==> src/design/tsc_params.svh <==
`ifndef TSC_PARAMS_SVH
`define TSC_PARAMS_SVH

`define TSC_CLK_PERIOD_NS 100
`define TSC_AXI_AW 8

`define TSC_ADDR_OSC_CONTROL 8'h00
`define TSC_ADDR_OSC_STATUS 8'h04
`define TSC_ADDR_INT_STATUS 8'h08
`define TSC_ADDR_INT_MASK 8'h0c

`define TSC_CTRL_SYSCLK_SELECT 1:0
`define TSC_CTRL_INT_FREQ_SEL 3:2
`define TSC_CTRL_PLL_SOFT 4
`define TSC_INT_FREQ_RESET 2'h2

`define TSC_STAT_READY 0
`define TSC_STAT_PLL_LOCKED 1
`define TSC_STAT_TWO_SPEED 2
`define TSC_STAT_ASLEEP 3
`define TSC_STAT_BUSY 4
`define TSC_STAT_SRC 10:8

`define TSC_INT_W 3
`define TSC_INT_READY 0
`define TSC_INT_PLL_LOCK 1
`define TSC_INT_ABORT 2

`define TSC_MODE_LOW_POWER_XTAL 3'h0
`define TSC_MODE_XTAL 3'h1
`define TSC_MODE_HIGH_SPEED_XTAL 3'h2
`define TSC_MODE_EXT_RC 3'h3
`define TSC_MODE_INTERNAL 3'h4

`define TSC_SYSCLK_PRIMARY 2'h0
`define TSC_SYSCLK_SECONDARY 2'h1
`define TSC_SYSCLK_INTERNAL_BIT 1
`define TSC_FREQ_LOW 2'h0
`define TSC_FREQ_MID 2'h1

`define TSC_RESP_OKAY 2'h0
`define TSC_RESP_SLVERR 2'h2

`define TSC_OSC_STARTUP_COUNT 11'h400
`define TSC_EXT_DIRECT_COUNT 11'h002

`define TSC_INT_SWITCH_NS 2000
`define TSC_PLL_LOCK_NS 2000000
`define TSC_WARMUP_NS 2000
`define TSC_POWERUP_NS 64000
`define TSC_CYC(ns) (((ns) + `TSC_CLK_PERIOD_NS - 1) / `TSC_CLK_PERIOD_NS)

`endif

==> src/design/tsc_pkg.sv <==
`default_nettype none
package tsc_pkg;
  typedef enum logic [2:0] {TSC_SRC_LF, TSC_SRC_MF, TSC_SRC_HF, TSC_SRC_PRI, TSC_SRC_SEC} tsc_src_t;
  typedef enum logic [1:0] {TSC_PH_IDLE, TSC_PH_OLD_LOW, TSC_PH_NEW_HIGH, TSC_PH_NEW_LOW} tsc_mux_ph_t;
  typedef enum logic [2:0] {
    TSC_ST_CAPTURE, TSC_ST_POWERUP, TSC_ST_START, TSC_ST_TIMED, TSC_ST_EDGES, TSC_ST_RUN, TSC_ST_SLEEP
  } tsc_state_t;
  typedef struct packed {logic prev; logic [10:0] cnt; logic done;} tsc_edge_state_t;
  typedef struct packed {tsc_src_t cur; tsc_mux_ph_t ph; logic clk;} tsc_mux_state_t;
  typedef struct packed {
    tsc_state_t st;
    logic [2:0] osc_mode_select;
    logic int_ext_switchover_en;
    logic pll_config_enable;
    logic powerup_timer_en;
    logic boot;
    logic two_speed;
    logic wait_sec;
    logic ext_osc_ready_flag;
    tsc_src_t tgt;
    tsc_src_t want;
    logic [31:0] cnt;
    logic [1:0] sysclk_select;
    logic [1:0] int_freq_sel;
    logic pll_soft_enable;
    logic [2:0] int_st;
    logic [2:0] int_mask;
    logic irq;
    logic pll_on;
    logic pll_locked;
    logic [31:0] pll_cnt;
    logic aw_got;
    logic w_got;
    logic [7:0] awaddr;
    logic [31:0] wdata;
    logic [3:0] wstrb;
    logic awready;
    logic wready;
    logic bvalid;
    logic [1:0] bresp;
    logic arready;
    logic rvalid;
    logic [31:0] rdata;
    logic [1:0] rresp;
  } tsc_top_state_t;
endpackage
`default_nettype wire

==> src/design/tsc_clk_mux.sv <==
`timescale 1ns/1ps
`default_nettype none
module tsc_clk_mux (
  input wire logic ref_clk,
  input wire logic reset,
  input wire logic [4:0] src_lvl,
  input wire tsc_pkg::tsc_src_t req_src,
  input wire logic run,
  output logic sysclk,
  output tsc_pkg::tsc_src_t cur_src,
  output logic busy
);
  tsc_pkg::tsc_mux_state_t s_q;
  tsc_pkg::tsc_mux_state_t s_d;

  always_comb begin
    s_d = s_q;
    // Output frozen low once the old source is low, so no pulse is cut short
    s_d.clk = run && (s_q.ph inside {tsc_pkg::TSC_PH_IDLE, tsc_pkg::TSC_PH_OLD_LOW}) && src_lvl[s_q.cur];
    case (s_q.ph)
      tsc_pkg::TSC_PH_IDLE: begin
        if (req_src != s_q.cur) begin
          s_d.ph = tsc_pkg::TSC_PH_OLD_LOW;
        end
      end
      tsc_pkg::TSC_PH_OLD_LOW: begin
        if (!src_lvl[s_q.cur]) begin
          s_d.ph = tsc_pkg::TSC_PH_NEW_HIGH;
        end
      end
      tsc_pkg::TSC_PH_NEW_HIGH: begin
        if (src_lvl[req_src]) begin
          s_d.ph = tsc_pkg::TSC_PH_NEW_LOW;
        end
      end
      tsc_pkg::TSC_PH_NEW_LOW: begin
        if (!src_lvl[req_src]) begin
          s_d.cur = req_src;
          s_d.ph = tsc_pkg::TSC_PH_IDLE;
        end
      end
      default: s_d.ph = tsc_pkg::TSC_PH_IDLE;
    endcase
  end

  always_ff @(posedge ref_clk or posedge reset) begin
    if (reset) begin
      s_q <= '0;
    end else begin
      s_q <= s_d;
    end
  end

  assign sysclk = s_q.clk;
  assign cur_src = s_q.cur;
  assign busy = (s_q.ph != tsc_pkg::TSC_PH_IDLE);
endmodule
`default_nettype wire

==> src/design/tsc_clock_startup.sv <==
// Our own choices: the address map and the AXI4-Lite slave port.
`include "tsc_params.svh"
`timescale 1ns/1ps
`default_nettype none
module tsc_clock_startup #(
  parameter int unsigned PLL_LOCK_CYC = `TSC_CYC(`TSC_PLL_LOCK_NS),
  parameter int unsigned POWERUP_CYC = `TSC_CYC(`TSC_POWERUP_NS),
  parameter int unsigned WARMUP_CYC = `TSC_CYC(`TSC_WARMUP_NS)
) (
  input wire logic ref_clk,
  input wire logic reset,
  input wire logic [2:0] osc_mode_select,
  input wire logic int_ext_switchover_en,
  input wire logic pll_config_enable,
  input wire logic powerup_timer_en,
  input wire logic sleep_cmd,
  input wire logic wake_cmd,
  input wire logic lf_osc_lvl,
  input wire logic mf_osc_lvl,
  input wire logic hf_osc_lvl,
  input wire logic ext_osc_lvl,
  input wire logic sec_osc_lvl,
  input wire logic [`TSC_AXI_AW-1:0] s_axi_awaddr,
  input wire logic s_axi_awvalid,
  output logic s_axi_awready,
  input wire logic [31:0] s_axi_wdata,
  input wire logic [3:0] s_axi_wstrb,
  input wire logic s_axi_wvalid,
  output logic s_axi_wready,
  output logic [1:0] s_axi_bresp,
  output logic s_axi_bvalid,
  input wire logic s_axi_bready,
  input wire logic [`TSC_AXI_AW-1:0] s_axi_araddr,
  input wire logic s_axi_arvalid,
  output logic s_axi_arready,
  output logic [31:0] s_axi_rdata,
  output logic [1:0] s_axi_rresp,
  output logic s_axi_rvalid,
  input wire logic s_axi_rready,
  output logic sysclk_o,
  output logic [2:0] sysclk_src_o,
  output logic pll_active_o,
  output logic pll_locked_o,
  output logic ext_osc_ready_flag,
  output logic irq_o
);
  localparam int unsigned INT_SWITCH_CYC = `TSC_CYC(`TSC_INT_SWITCH_NS);

  tsc_pkg::tsc_top_state_t s_q;
  tsc_pkg::tsc_top_state_t s_d;
  tsc_pkg::tsc_src_t tgt_now;
  tsc_pkg::tsc_src_t mux_src;
  logic ost_clr;
  logic sec_clr;
  logic ost_done;
  logic sec_done;
  logic [10:0] ost_tgt;
  logic mux_run;
  logic mux_busy;
  logic mux_clk;
  logic fin;
  logic [2:0] int_set;
  logic [2:0] int_clr;

  function automatic logic is_crystal(input logic [2:0] mode);
    is_crystal = (mode == `TSC_MODE_LOW_POWER_XTAL) || (mode == `TSC_MODE_XTAL) ||
                 (mode == `TSC_MODE_HIGH_SPEED_XTAL);
  endfunction

  function automatic tsc_pkg::tsc_src_t int_src(input logic [1:0] freq);
    if (freq == `TSC_FREQ_LOW) begin
      int_src = tsc_pkg::TSC_SRC_LF;
    end else if (freq == `TSC_FREQ_MID) begin
      int_src = tsc_pkg::TSC_SRC_MF;
    end else begin
      int_src = tsc_pkg::TSC_SRC_HF;
    end
  endfunction

  function automatic tsc_pkg::tsc_src_t tgt_src(input logic [1:0] sel, input logic [1:0] freq,
                                                 input logic [2:0] mode);
    if (sel[`TSC_SYSCLK_INTERNAL_BIT]) begin
      tgt_src = int_src(freq);
    end else if (sel == `TSC_SYSCLK_SECONDARY) begin
      tgt_src = tsc_pkg::TSC_SRC_SEC;
    end else if (mode == `TSC_MODE_INTERNAL) begin
      tgt_src = int_src(freq);
    end else begin
      tgt_src = tsc_pkg::TSC_SRC_PRI;
    end
  endfunction

  assign ost_tgt = is_crystal(s_q.osc_mode_select) ? `TSC_OSC_STARTUP_COUNT : `TSC_EXT_DIRECT_COUNT;

  tsc_edge_cnt u_ost (
    .ref_clk(ref_clk),
    .reset(reset),
    .osc_lvl(ext_osc_lvl),
    .clear(ost_clr),
    .target(ost_tgt),
    .done(ost_done)
  );

  tsc_edge_cnt u_sec (
    .ref_clk(ref_clk),
    .reset(reset),
    .osc_lvl(sec_osc_lvl),
    .clear(sec_clr),
    .target(`TSC_OSC_STARTUP_COUNT),
    .done(sec_done)
  );

  assign mux_run = (s_q.st == tsc_pkg::TSC_ST_RUN) || s_q.two_speed ||
                   (!s_q.boot && (s_q.st inside {tsc_pkg::TSC_ST_START, tsc_pkg::TSC_ST_TIMED,
                                                 tsc_pkg::TSC_ST_EDGES}));

  tsc_clk_mux u_mux (
    .ref_clk(ref_clk),
    .reset(reset),
    .src_lvl({sec_osc_lvl, ext_osc_lvl, hf_osc_lvl, mf_osc_lvl, lf_osc_lvl}),
    .req_src(s_q.want),
    .run(mux_run),
    .sysclk(mux_clk),
    .cur_src(mux_src),
    .busy(mux_busy)
  );

  always_comb begin
    s_d = s_q;
    ost_clr = 1'b0;
    sec_clr = 1'b0;
    fin = 1'b0;
    int_set = '0;
    int_clr = '0;
    tgt_now = tgt_src(s_q.sysclk_select, s_q.int_freq_sel, s_q.osc_mode_select);
    case (s_q.st)
      // Straps caught on the first edge after reset release
      tsc_pkg::TSC_ST_CAPTURE: begin
        s_d.osc_mode_select = osc_mode_select;
        s_d.int_ext_switchover_en = int_ext_switchover_en;
        s_d.pll_config_enable = pll_config_enable;
        s_d.powerup_timer_en = powerup_timer_en;
        s_d.cnt = 32'(POWERUP_CYC);
        s_d.st = tsc_pkg::TSC_ST_POWERUP;
      end
      tsc_pkg::TSC_ST_POWERUP: begin
        if (!s_q.powerup_timer_en || s_q.cnt == '0) begin
          s_d.st = tsc_pkg::TSC_ST_START;
          s_d.boot = 1'b1;
        end else begin
          s_d.cnt = s_q.cnt - 32'd1;
        end
      end
      tsc_pkg::TSC_ST_START: begin
        s_d.tgt = tgt_now;
        s_d.wait_sec = 1'b0;
        if (tgt_now == tsc_pkg::TSC_SRC_SEC) begin
          sec_clr = 1'b1;
          s_d.wait_sec = 1'b1;
          s_d.st = tsc_pkg::TSC_ST_EDGES;
        end else if (tgt_now == tsc_pkg::TSC_SRC_PRI && is_crystal(s_q.osc_mode_select) &&
                     (s_q.boot || !s_q.ext_osc_ready_flag)) begin
          ost_clr = 1'b1;
          s_d.ext_osc_ready_flag = 1'b0;
          s_d.st = tsc_pkg::TSC_ST_EDGES;
          if (s_q.boot && s_q.int_ext_switchover_en && s_q.sysclk_select == `TSC_SYSCLK_PRIMARY) begin
            s_d.two_speed = 1'b1;
            s_d.want = int_src(s_q.int_freq_sel);
          end
        end else if (tgt_now == tsc_pkg::TSC_SRC_PRI && s_q.boot) begin
          ost_clr = 1'b1;
          s_d.st = tsc_pkg::TSC_ST_EDGES;
        end else if (s_q.boot) begin
          s_d.cnt = 32'(WARMUP_CYC);
          s_d.st = tsc_pkg::TSC_ST_TIMED;
        end else if (tgt_now == tsc_pkg::TSC_SRC_MF || tgt_now == tsc_pkg::TSC_SRC_HF) begin
          s_d.cnt = 32'(INT_SWITCH_CYC);
          s_d.st = tsc_pkg::TSC_ST_TIMED;
        end else begin
          s_d.want = tgt_now;
          s_d.st = tsc_pkg::TSC_ST_RUN;
        end
      end
      tsc_pkg::TSC_ST_TIMED: begin
        if (s_q.cnt == '0) begin
          fin = 1'b1;
        end else begin
          s_d.cnt = s_q.cnt - 32'd1;
        end
      end
      tsc_pkg::TSC_ST_EDGES: begin
        fin = s_q.wait_sec ? sec_done : ost_done;
      end
      tsc_pkg::TSC_ST_RUN: begin
        if (tgt_now != s_q.tgt) begin
          s_d.st = tsc_pkg::TSC_ST_START;
          s_d.boot = 1'b0;
        end
      end
      tsc_pkg::TSC_ST_SLEEP: begin
        if (wake_cmd) begin
          s_d.st = tsc_pkg::TSC_ST_START;
          s_d.boot = 1'b1;
        end
      end
      default: s_d.st = tsc_pkg::TSC_ST_CAPTURE;
    endcase

    if (fin) begin
      s_d.want = s_q.tgt;
      s_d.st = tsc_pkg::TSC_ST_RUN;
      s_d.boot = 1'b0;
      s_d.two_speed = 1'b0;
      if (s_q.tgt == tsc_pkg::TSC_SRC_PRI && is_crystal(s_q.osc_mode_select)) begin
        s_d.ext_osc_ready_flag = 1'b1;
        int_set[`TSC_INT_READY] = 1'b1;
      end
    end

    if (sleep_cmd && (s_q.st inside {tsc_pkg::TSC_ST_START, tsc_pkg::TSC_ST_TIMED,
                                     tsc_pkg::TSC_ST_EDGES, tsc_pkg::TSC_ST_RUN})) begin
      s_d.st = tsc_pkg::TSC_ST_SLEEP;
      s_d.ext_osc_ready_flag = 1'b0;
      s_d.two_speed = 1'b0;
      ost_clr = 1'b1;
      if (s_q.st == tsc_pkg::TSC_ST_EDGES && !s_q.wait_sec) begin
        int_set[`TSC_INT_ABORT] = 1'b1;
      end
    end

    s_d.pll_on = s_q.pll_config_enable ? 1'b1 : s_q.pll_soft_enable;
    if (!s_q.pll_on) begin
      s_d.pll_locked = 1'b0;
      s_d.pll_cnt = 32'(PLL_LOCK_CYC);
    end else if (!s_q.pll_locked) begin
      if (s_q.pll_cnt == '0) begin
        s_d.pll_locked = 1'b1;
        int_set[`TSC_INT_PLL_LOCK] = 1'b1;
      end else begin
        s_d.pll_cnt = s_q.pll_cnt - 32'd1;
      end
    end

    // Write channel: address and data taken in either order
    if (s_axi_awvalid && s_q.awready) begin
      s_d.aw_got = 1'b1;
      s_d.awaddr = s_axi_awaddr;
    end
    if (s_axi_wvalid && s_q.wready) begin
      s_d.w_got = 1'b1;
      s_d.wdata = s_axi_wdata;
      s_d.wstrb = s_axi_wstrb;
    end
    if (s_q.bvalid && s_axi_bready) begin
      s_d.bvalid = 1'b0;
    end
    if (s_q.aw_got && s_q.w_got && !s_q.bvalid) begin
      s_d.aw_got = 1'b0;
      s_d.w_got = 1'b0;
      s_d.bvalid = 1'b1;
      s_d.bresp = `TSC_RESP_OKAY;
      case (s_q.awaddr)
        `TSC_ADDR_OSC_CONTROL: begin
          if (s_q.wstrb[0]) begin
            s_d.sysclk_select = s_q.wdata[`TSC_CTRL_SYSCLK_SELECT];
            s_d.int_freq_sel = s_q.wdata[`TSC_CTRL_INT_FREQ_SEL];
            s_d.pll_soft_enable = s_q.wdata[`TSC_CTRL_PLL_SOFT];
          end
        end
        `TSC_ADDR_OSC_STATUS: s_d.bresp = `TSC_RESP_OKAY;
        `TSC_ADDR_INT_STATUS: begin
          if (s_q.wstrb[0]) begin
            int_clr = s_q.wdata[`TSC_INT_W-1:0];
          end
        end
        `TSC_ADDR_INT_MASK: begin
          if (s_q.wstrb[0]) begin
            s_d.int_mask = s_q.wdata[`TSC_INT_W-1:0];
          end
        end
        default: s_d.bresp = `TSC_RESP_SLVERR;
      endcase
    end
    s_d.awready = !s_d.aw_got && !s_d.bvalid;
    s_d.wready = !s_d.w_got && !s_d.bvalid;

    // Read channel: one read in flight, data registered
    if (s_q.rvalid && s_axi_rready) begin
      s_d.rvalid = 1'b0;
    end
    if (s_axi_arvalid && s_q.arready) begin
      s_d.rvalid = 1'b1;
      s_d.rdata = '0;
      s_d.rresp = `TSC_RESP_OKAY;
      case (s_axi_araddr)
        `TSC_ADDR_OSC_CONTROL: begin
          s_d.rdata[`TSC_CTRL_SYSCLK_SELECT] = s_q.sysclk_select;
          s_d.rdata[`TSC_CTRL_INT_FREQ_SEL] = s_q.int_freq_sel;
          s_d.rdata[`TSC_CTRL_PLL_SOFT] = s_q.pll_soft_enable;
        end
        `TSC_ADDR_OSC_STATUS: begin
          s_d.rdata[`TSC_STAT_READY] = s_q.ext_osc_ready_flag;
          s_d.rdata[`TSC_STAT_PLL_LOCKED] = s_q.pll_locked;
          s_d.rdata[`TSC_STAT_TWO_SPEED] = s_q.two_speed;
          s_d.rdata[`TSC_STAT_ASLEEP] = (s_q.st == tsc_pkg::TSC_ST_SLEEP);
          s_d.rdata[`TSC_STAT_BUSY] = (s_q.st != tsc_pkg::TSC_ST_RUN) || mux_busy;
          s_d.rdata[`TSC_STAT_SRC] = mux_src;
        end
        `TSC_ADDR_INT_STATUS: s_d.rdata[`TSC_INT_W-1:0] = s_q.int_st;
        `TSC_ADDR_INT_MASK: s_d.rdata[`TSC_INT_W-1:0] = s_q.int_mask;
        default: s_d.rresp = `TSC_RESP_SLVERR;
      endcase
    end
    s_d.arready = !s_d.rvalid;

    // A new event wins over a clear in the same cycle
    s_d.int_st = (s_q.int_st & ~int_clr) | int_set;
    s_d.irq = |(s_d.int_st & s_d.int_mask);
  end

  always_ff @(posedge ref_clk or posedge reset) begin
    if (reset) begin
      s_q <= '0;
      s_q.int_freq_sel <= `TSC_INT_FREQ_RESET;
    end else begin
      s_q <= s_d;
    end
  end

  assign s_axi_awready = s_q.awready;
  assign s_axi_wready = s_q.wready;
  assign s_axi_bvalid = s_q.bvalid;
  assign s_axi_bresp = s_q.bresp;
  assign s_axi_arready = s_q.arready;
  assign s_axi_rvalid = s_q.rvalid;
  assign s_axi_rdata = s_q.rdata;
  assign s_axi_rresp = s_q.rresp;
  assign sysclk_o = mux_clk;
  assign sysclk_src_o = mux_src;
  assign pll_active_o = s_q.pll_on;
  assign pll_locked_o = s_q.pll_locked;
  assign ext_osc_ready_flag = s_q.ext_osc_ready_flag;
  assign irq_o = s_q.irq;
endmodule
`default_nettype wire

==> src/design/tsc_edge_cnt.sv <==
`timescale 1ns/1ps
`default_nettype none
module tsc_edge_cnt (
  input wire logic ref_clk,
  input wire logic reset,
  input wire logic osc_lvl,
  input wire logic clear,
  input wire logic [10:0] target,
  output logic done
);
  tsc_pkg::tsc_edge_state_t s_q;
  tsc_pkg::tsc_edge_state_t s_d;

  always_comb begin
    s_d = s_q;
    s_d.prev = osc_lvl;
    if (clear) begin
      s_d.cnt = '0;
      s_d.done = 1'b0;
    end else if (!s_q.done && osc_lvl && !s_q.prev) begin
      s_d.cnt = s_q.cnt + 11'h001;
      s_d.done = (s_d.cnt == target);
    end
  end

  always_ff @(posedge ref_clk or posedge reset) begin
    if (reset) begin
      s_q <= '0;
    end else begin
      s_q <= s_d;
    end
  end

  assign done = s_q.done;
endmodule
`default_nettype wire

==> config.mk <==
export PLATFORM = sky130hd
export DESIGN_NAME = tsc_clock_startup
export DESIGN_NICKNAME = d
export VERILOG_FILES = /design/src/design/tsc_pkg.sv /design/src/design/tsc_clk_mux.sv /design/src/design/tsc_clock_startup.sv /design/src/design/tsc_edge_cnt.sv
export VERILOG_INCLUDE_DIRS = /design/src /design/src/design
export SDC_FILE = /design/constraint.sdc
export NUM_CORES = 1
export LEC_CHECK = 0
export BUFFER_PORTS_ARGS = -buffer_cell sky130_fd_sc_hd__buf_4
export CORE_UTILIZATION = 58
export DETAILED_ROUTE_END_ITERATION = 7
export PLACE_DENSITY = 0.92
export SKIP_CTS_REPAIR_TIMING = 1
export SYNTH_ARGS = -nofsm -noshare
export SYNTH_HDL_FRONTEND = slang
export SYNTH_SLANG_ARGS = --single-unit
==> constraint.sdc <==
create_clock -name ref_clk -period 5.9 [get_ports ref_clk]
set_input_delay 1.18 -clock ref_clk [delete_from_list [all_inputs] [get_ports ref_clk]]
set_output_delay 1.18 -clock ref_clk [all_outputs]
set_load 0.01 [all_outputs]
### Word-level counts from Yosys, hierarchy flattened

Cells that the tools add are included.

| word-level totals | value |
|---|---|
| register bits | 162 |
| bits of input ports | 72 |
| output and inout port bits | 49 |
| logic and storage cells | 285 |

| cells by class | value |
|---|---|
| add/subtract/negate cells | 4 |
| $lt $le $gt $ge | 2 |
| equality and inequality tests | 55 |
| muxes and demuxes | 97 |
| bitwise operators | 5 |
| reduce and logical (&&, ||, !) cells | 79 |

Operator list:

| operator | number |
|---|---|
| $mux W32 | 6 |
| $pmux W32 S4 | 1 |
| $mux W35 | 3 |
| $mux W3 | 25 |
| $mux W33 | 2 |
| $logic_not A32 Y1 | 2 |
| $sub A32 B1 Y32 const B | 2 |
| $mux W12 | 4 |
| $mux W1 | 35 |
| $eq A8 B4 Y1 const B | 4 |
| $logic_and A1 B1 Y1 | 24 |
| $add A11 B1 Y11 const B | 2 |
| $mux W2 | 11 |
| $ne A2 B2 Y1 const B | 11 |
| $ne A3 B3 Y1 const B | 7 |
| $eq A3 B2 Y1 const B | 6 |
| $pmux W3 S6 | 1 |
| $eq A8 B3 Y1 const B | 2 |
| $logic_not A8 Y1 | 2 |
| $reduce_and A4 Y1 | 4 |
| $eq A3 B3 Y1 const B | 5 |
| $logic_not A1 Y1 | 13 |
| $pmux W3 S4 | 1 |
| $reduce_bool A3 Y1 | 4 |
| other kinds (35) | 65 |

### Logic depth before layout (Yosys ltp)

| logic depth | value |
|---|---|
| word-level depth | 17 |
| depth in mapped cells | 10 |
| mapped depth without buffers | 8 |

### Hierarchy

From an unflattened synthesis, not the netlist that was laid out.

| unflattened totals | value |
|---|---|
| cell total of the unflattened synthesis | 929 |
| area total of the unflattened synthesis | 9071.2 um^2 |

By module, submodules not included:

| module | times used | cells each | area an instance (um^2) | sequential area each (um^2) |
|---|---|---|---|---|
| tsc_clock_startup | 1 | 698 | 6874.1 | 3179.3 |
| tsc_edge_cnt | 2 | 93 | 852.1 | 325.3 |
| tsc_clk_mux | 1 | 45 | 493.0 | 150.1 |

### Worst setup path before layout

Ideal clock, no wire load.

| path | value |
|---|---|
| kind | input to register |
| start point | input ext_osc_lvl |
| end point | register u_mux.s_q[2] in the netlist's numbering |
| library setup time | 0.125 ns |
| data arrival time | 2.522 ns |
| required time | 5.775 ns |
| path slack | 3.253 ns |
| stages | 6 |
| buffers on the path | 0 |
| path through | mux4_2 nor2b_1 a31oi_1 mux2i_1 nand3_1 mux2_2 |

| between the ends | value |
|---|---|
| word-level cells in the longest chain between the ends | 4 |
| elaborated cells on any way between the ends | 8 |
| those cells by class | eq/ne (3); mux (4); reduce/logical (1) |

RTL lines:

| item | RTL line | RTL |
|---|---|---|
| start: declaration | tsc_clock_startup.sv:21 | `input wire logic ext_osc_lvl,` |
| $bmux W1 S3, on equally long branches | tsc_clk_mux.sv:27, tsc_clk_mux.sv:32, tsc_clk_mux.sv:37 |  |
| $mux W1, on equally long branches | tsc_clk_mux.sv:27, tsc_clk_mux.sv:32, tsc_clk_mux.sv:37 |  |
| $ne A2 B2 Y1 (no source line) or $ne A2 B1 Y1 (tied branches) | n/a |  |
| $reduce_and A4 Y1 (no source line) (*) | n/a |  |
| end signal: assignment | tsc_clk_mux.sv:48 | `s_q <= '0;` |
| end signal: assignment | tsc_clk_mux.sv:50 | `s_q <= s_d;` |
| end: declaration | tsc_clk_mux.sv:13 | `tsc_pkg::tsc_mux_state_t s_q;` |

Mark *: on every way between the ends. The rest lies on a longest branch, timed or not. The select of a mux whose other input is x is not followed.
A chain may end at the register's enable or synchronous reset.

### Worst setup path in the final report

| path | value |
|---|---|
| start point | register s_q[183] in the netlist's numbering |
| end point | register s_q[134] in the netlist's numbering |

| between the ends | value |
|---|---|
| word-level cells in the longest chain between the ends | 3 |
| elaborated cells on any way between the ends | 13 |
| those cells by class | eq/ne (9); mux (1); reduce/logical (3) |

RTL lines:

| item | RTL line | RTL |
|---|---|---|
| start: declaration | tsc_clock_startup.sv:49 | `tsc_pkg::tsc_top_state_t s_q;` |
| $eq A3 B2 Y1, or another cell as far along | tsc_clock_startup.sv:136 | `case (s_q.st)` |
| $ne A3 B3 Y1 (no source line), or another cell as far along | n/a |  |
| $reduce_and A7 Y1 (no source line) | n/a |  |

Parallel ways exist; a longest one is shown, timed or not.

==> results.py <==
metrics = {
    "cells_and_area": {
        "final_common_cell": "dfrtp_1",
        "final_layout_size_suffix_gt1_share_pct": 19.77,
        "layout_common_cells": "dfrtp_1, nor2_1, nand2_1, buf_4, xnor2_1",
        "n_fill_cell": 1016,
        "nNetsFinal": 1012,
        "areaGrowthSynthToFinish_pct": 11.35,
        "antennaDiodeCount": 0,
    },
    "floorplan": {
        "initial_utilization_pct": 60.27,
        "rows": 44,
        "die_area_sq_mm": 0.01577,
        "ios": 121,
        "die_w_um": 125.6,
        "die_h_um": 125.6,
        "core_sq_mm": 0.01470,
    },
    "yosys": {
        "syn_inst": 884,
        "yosys.area.top_type": "dfrtp_1",
        "syn-cell-area_sq_mm": 0.008860,
        "synth-edff-count": 0,
        "synthFlopType": "dfrtp_1",
        "synth-seq-cells": 159,
        "synth_seq_area_share_pct": 44.92,
        "synth_warnings": 0,
        "synth_async_sr_flop_share_pct": 100.0,
        "synth_area_leaders": "dfrtp_1, mux2_2, xnor2_1, nor2_1, buf_4",
        "synth_top_area_share_pct": 44.63,
        "avgSynthCellArea_sq_um": 10.02,
        "synth.distinct_cells": 82,
    },
    "timing": {
        "fin_crit_ns": 2.822,
        "fin_skew_ns": 0.01064,
        "drv_slew": 0,
        "rsz0062_at_grt": "false",
        "tns_ns": 0,
        "setup_viol": 0,
        "max_freq_ghz": 0.3544,
        "whs_ns": 0.4743,
        "finalHoldViolations": 0,
        "worst_pin_slew_ns": 1.161,
        "min_period_over_period_pct": 47.83,
        "fin_ws_ns": 3.078,
        "max_slew_margin_pct": 22.43,
    },
    "setup_path": {
        "r2r-start": "s_q[183]",
        "cp.depth": 7,
        "crit_chain": "nand2b_1 -> o32a_1 -> o21ai_2 -> buf_4 -> or2_1 -> or3_1 -> o21ai_1",
        "crit_start": "s_q[183]",
        "rr_worst_depth": 7,
        "rr_endpoint": "s_q[134]",
        "reg2reg_slack_ns": 3.08,
        "crit_fanout": 20,
        "critical-path-top-delay-family": "simple AND/OR/NAND/NOR gates",
        "crit_required_ns": 6.21,
        "end_kind": "register",
        "cp_num_buf_inv": 1,
        "cpPeakStageDelay_ns": 0.52,
        "critPathKind": "reg2reg",
        "endpoint": "s_q[134]",
        "cp_slowest_cell": "nand2b_1",
        "critPathLaunchType": "register",
        "cp.arrival_ns": 3.13,
    },
    "hold_path": {
        "hold_path_class": "reg2reg",
    },
    "global_route": {
        "grt_pass1_wl_um": 32650,
        "track_usage_pct": 25.97,
        "antenna_found_initial": 1,
        "grt_max_degree": 119,
        "grt.overflow.total": 0,
        "grt_pass1_vias": 6692,
    },
    "pwr": {
        "p_int_uw": 2748,
        "comb_power_share_pct": 38.0,
        "p_seq_share_pct": 37.4,
        "p_total_uw": 4589,
        "p_switching_uw": 1840,
        "p_per_area_mw_per_mm2": 465.1,
        "p_leak_uw": 0.004398,
        "clockPowerShare_pct": 24.6,
        "peakVddDrop_mv": 0.2941,
        "swShare_pct": 40.11,
    },
    "clocking": {
        "cts_tree": "done",
        "clock-sinks": 159,
        "clock_latency_ns": 0.44,
        "clk_pin_slew_ns": 0.07,
        "root_buffer": "clkbuf_16",
        "htree_levels": 4,
        "cts.path.max_buffers": 2,
        "cts_made_buffers": 17,
    },
    "routing": {
        "vias_per_cell": 6.124,
        "wl_per_cell_um": 17.39,
        "ant_nets": 0,
        "first_iter_violations": 688,
        "firstDrtPassIters": 7,
        "wirelength_um": 19560,
        "route.vias.total": 6890,
        "drt_drc_violations_left": 7,
    },
    "placement": {
        "hpwl_um": 12970,
        "portBuffers": 64,
        "gp_congestion": 0.9117,
        "post-place-ws_ns": 2.713,
    },
    "run_status": {
        "outcome": "finished with violations",
        "violations": "DRC",
    },
    "run": {
        "drv_cap": 0,
    },
}
==> cell families (layout without fill, tap and decap cells) <==
family | count (synthesis) | count (layout) | share of synthesized area (%)
xor+xnor | 69 | 69 | 6.821
fa+ha+maj | 12 | 12 | 1.695
buf+inv | 97 | 129 | 6.186
compound gates | 130 | 130 | 10.08
simple gates | 370 | 370 | 24.29
flops | 159 | 159 | 44.92
mux | 46 | 46 | 5.960
other cells | 1 | 26 | 0.04233
==> state kept, by name (all words and copies together), names as in the netlist, 2 cells and up <==
signal         cells
u_sec.s_q         12
u_mux.s_q          2
u_mux.cur_src      3
s_axi_rdata        8
u_ost.s_q         12
s_q              108
==> power groups by stage <==
stage          clock network, uW  logic [uW]  registers, uW
2_1_floorplan                  0        1470           1590
3_3_place_gp                   0        1650           1700
3_5_place_dp                   0        1710           1720
4_1_cts                     1140        1730           1710
5_1_grt                     1190        1920           1760
6_report                    1130        1740           1720
==> cell usage after synthesis (all sizes together) (3+ instances only) <==
master  number
dfrtp      158
buf         47
a21oi       24
nand2b       6
mux2i       10
nand3       27
and2        25
a222oi       3
nor2b        5
nor4b        5
or2          9
or3         22
xor2        29
ha          12
and4         4
nor3        26
and3         7
nand4       17
nor4        43
o21ai       45
inv         27
nor3b        5
a21boi       6
o22ai        3
mux2        34
a31oi        6
o31ai        8
clkbuf      23
o21a         3
or4          6
nor2        85
xnor2       40
nand2       73
o41ai        5
==> worst min-delay path by stage <==
stage / startpoint / to / depth (start not counted)
2_1_floorplan: s_q[176] / pll_active_o / 1
3_3_place_gp: s_q[176] / pll_active_o / 1
3_5_place_dp: s_q[85] / s_axi_wready / 1
4_1_cts: s_q[85] / s_axi_wready / 1
5_1_grt: s_q[176] / pll_active_o / 1
6_report: s_q[85] / s_axi_wready / 1
==> stage by stage <==
step	std cells	utilization [%]	area [sq um]
2_1_floorplan	909	-	8954
3_3_place_gp	1093	63.05	9268
3_5_place_dp	1093	63.05	9268
4_1_cts	1125	67.12	9866
5_1_grt	1125	67.12	9866
6_report	1125	67.12	9866
==> final cells by class <==
class                   instances  area (sq um)  area share [%]
clock buffers                  17         425.4           4.312
clock inverters                15         172.7           1.750
inverters                      27         106.4           1.078
multi-input cells             653          4425           44.86
flip-flops and latches        159          3980           40.34
well taps                     184         230.2           2.334
repair buffers                 70         525.5           5.327
==> worst reg2reg max path: stages, from the launching register on <==
cell	delay (ns)
dfrtp_1	0.50
nand2b_1	0.52
o32a_1	0.46
o21ai_2	0.06
buf_4	0.33
or2_1	0.53
or3_1	0.22
o21ai_1	0.09
==> routing by layer <==
layer / track usage (%) / vias up / share of wire [%]
li1: - / 3186 / -
met1: 33.50 / 3391 / 42
met2: 42.19 / 268 / 50
met3: 5.349 / 43 / 6.2
met4: 11.98 / 2 / 2.1
met5: 0 / - / 0.066
Note: power is estimated with default switching activity, not from simulation.
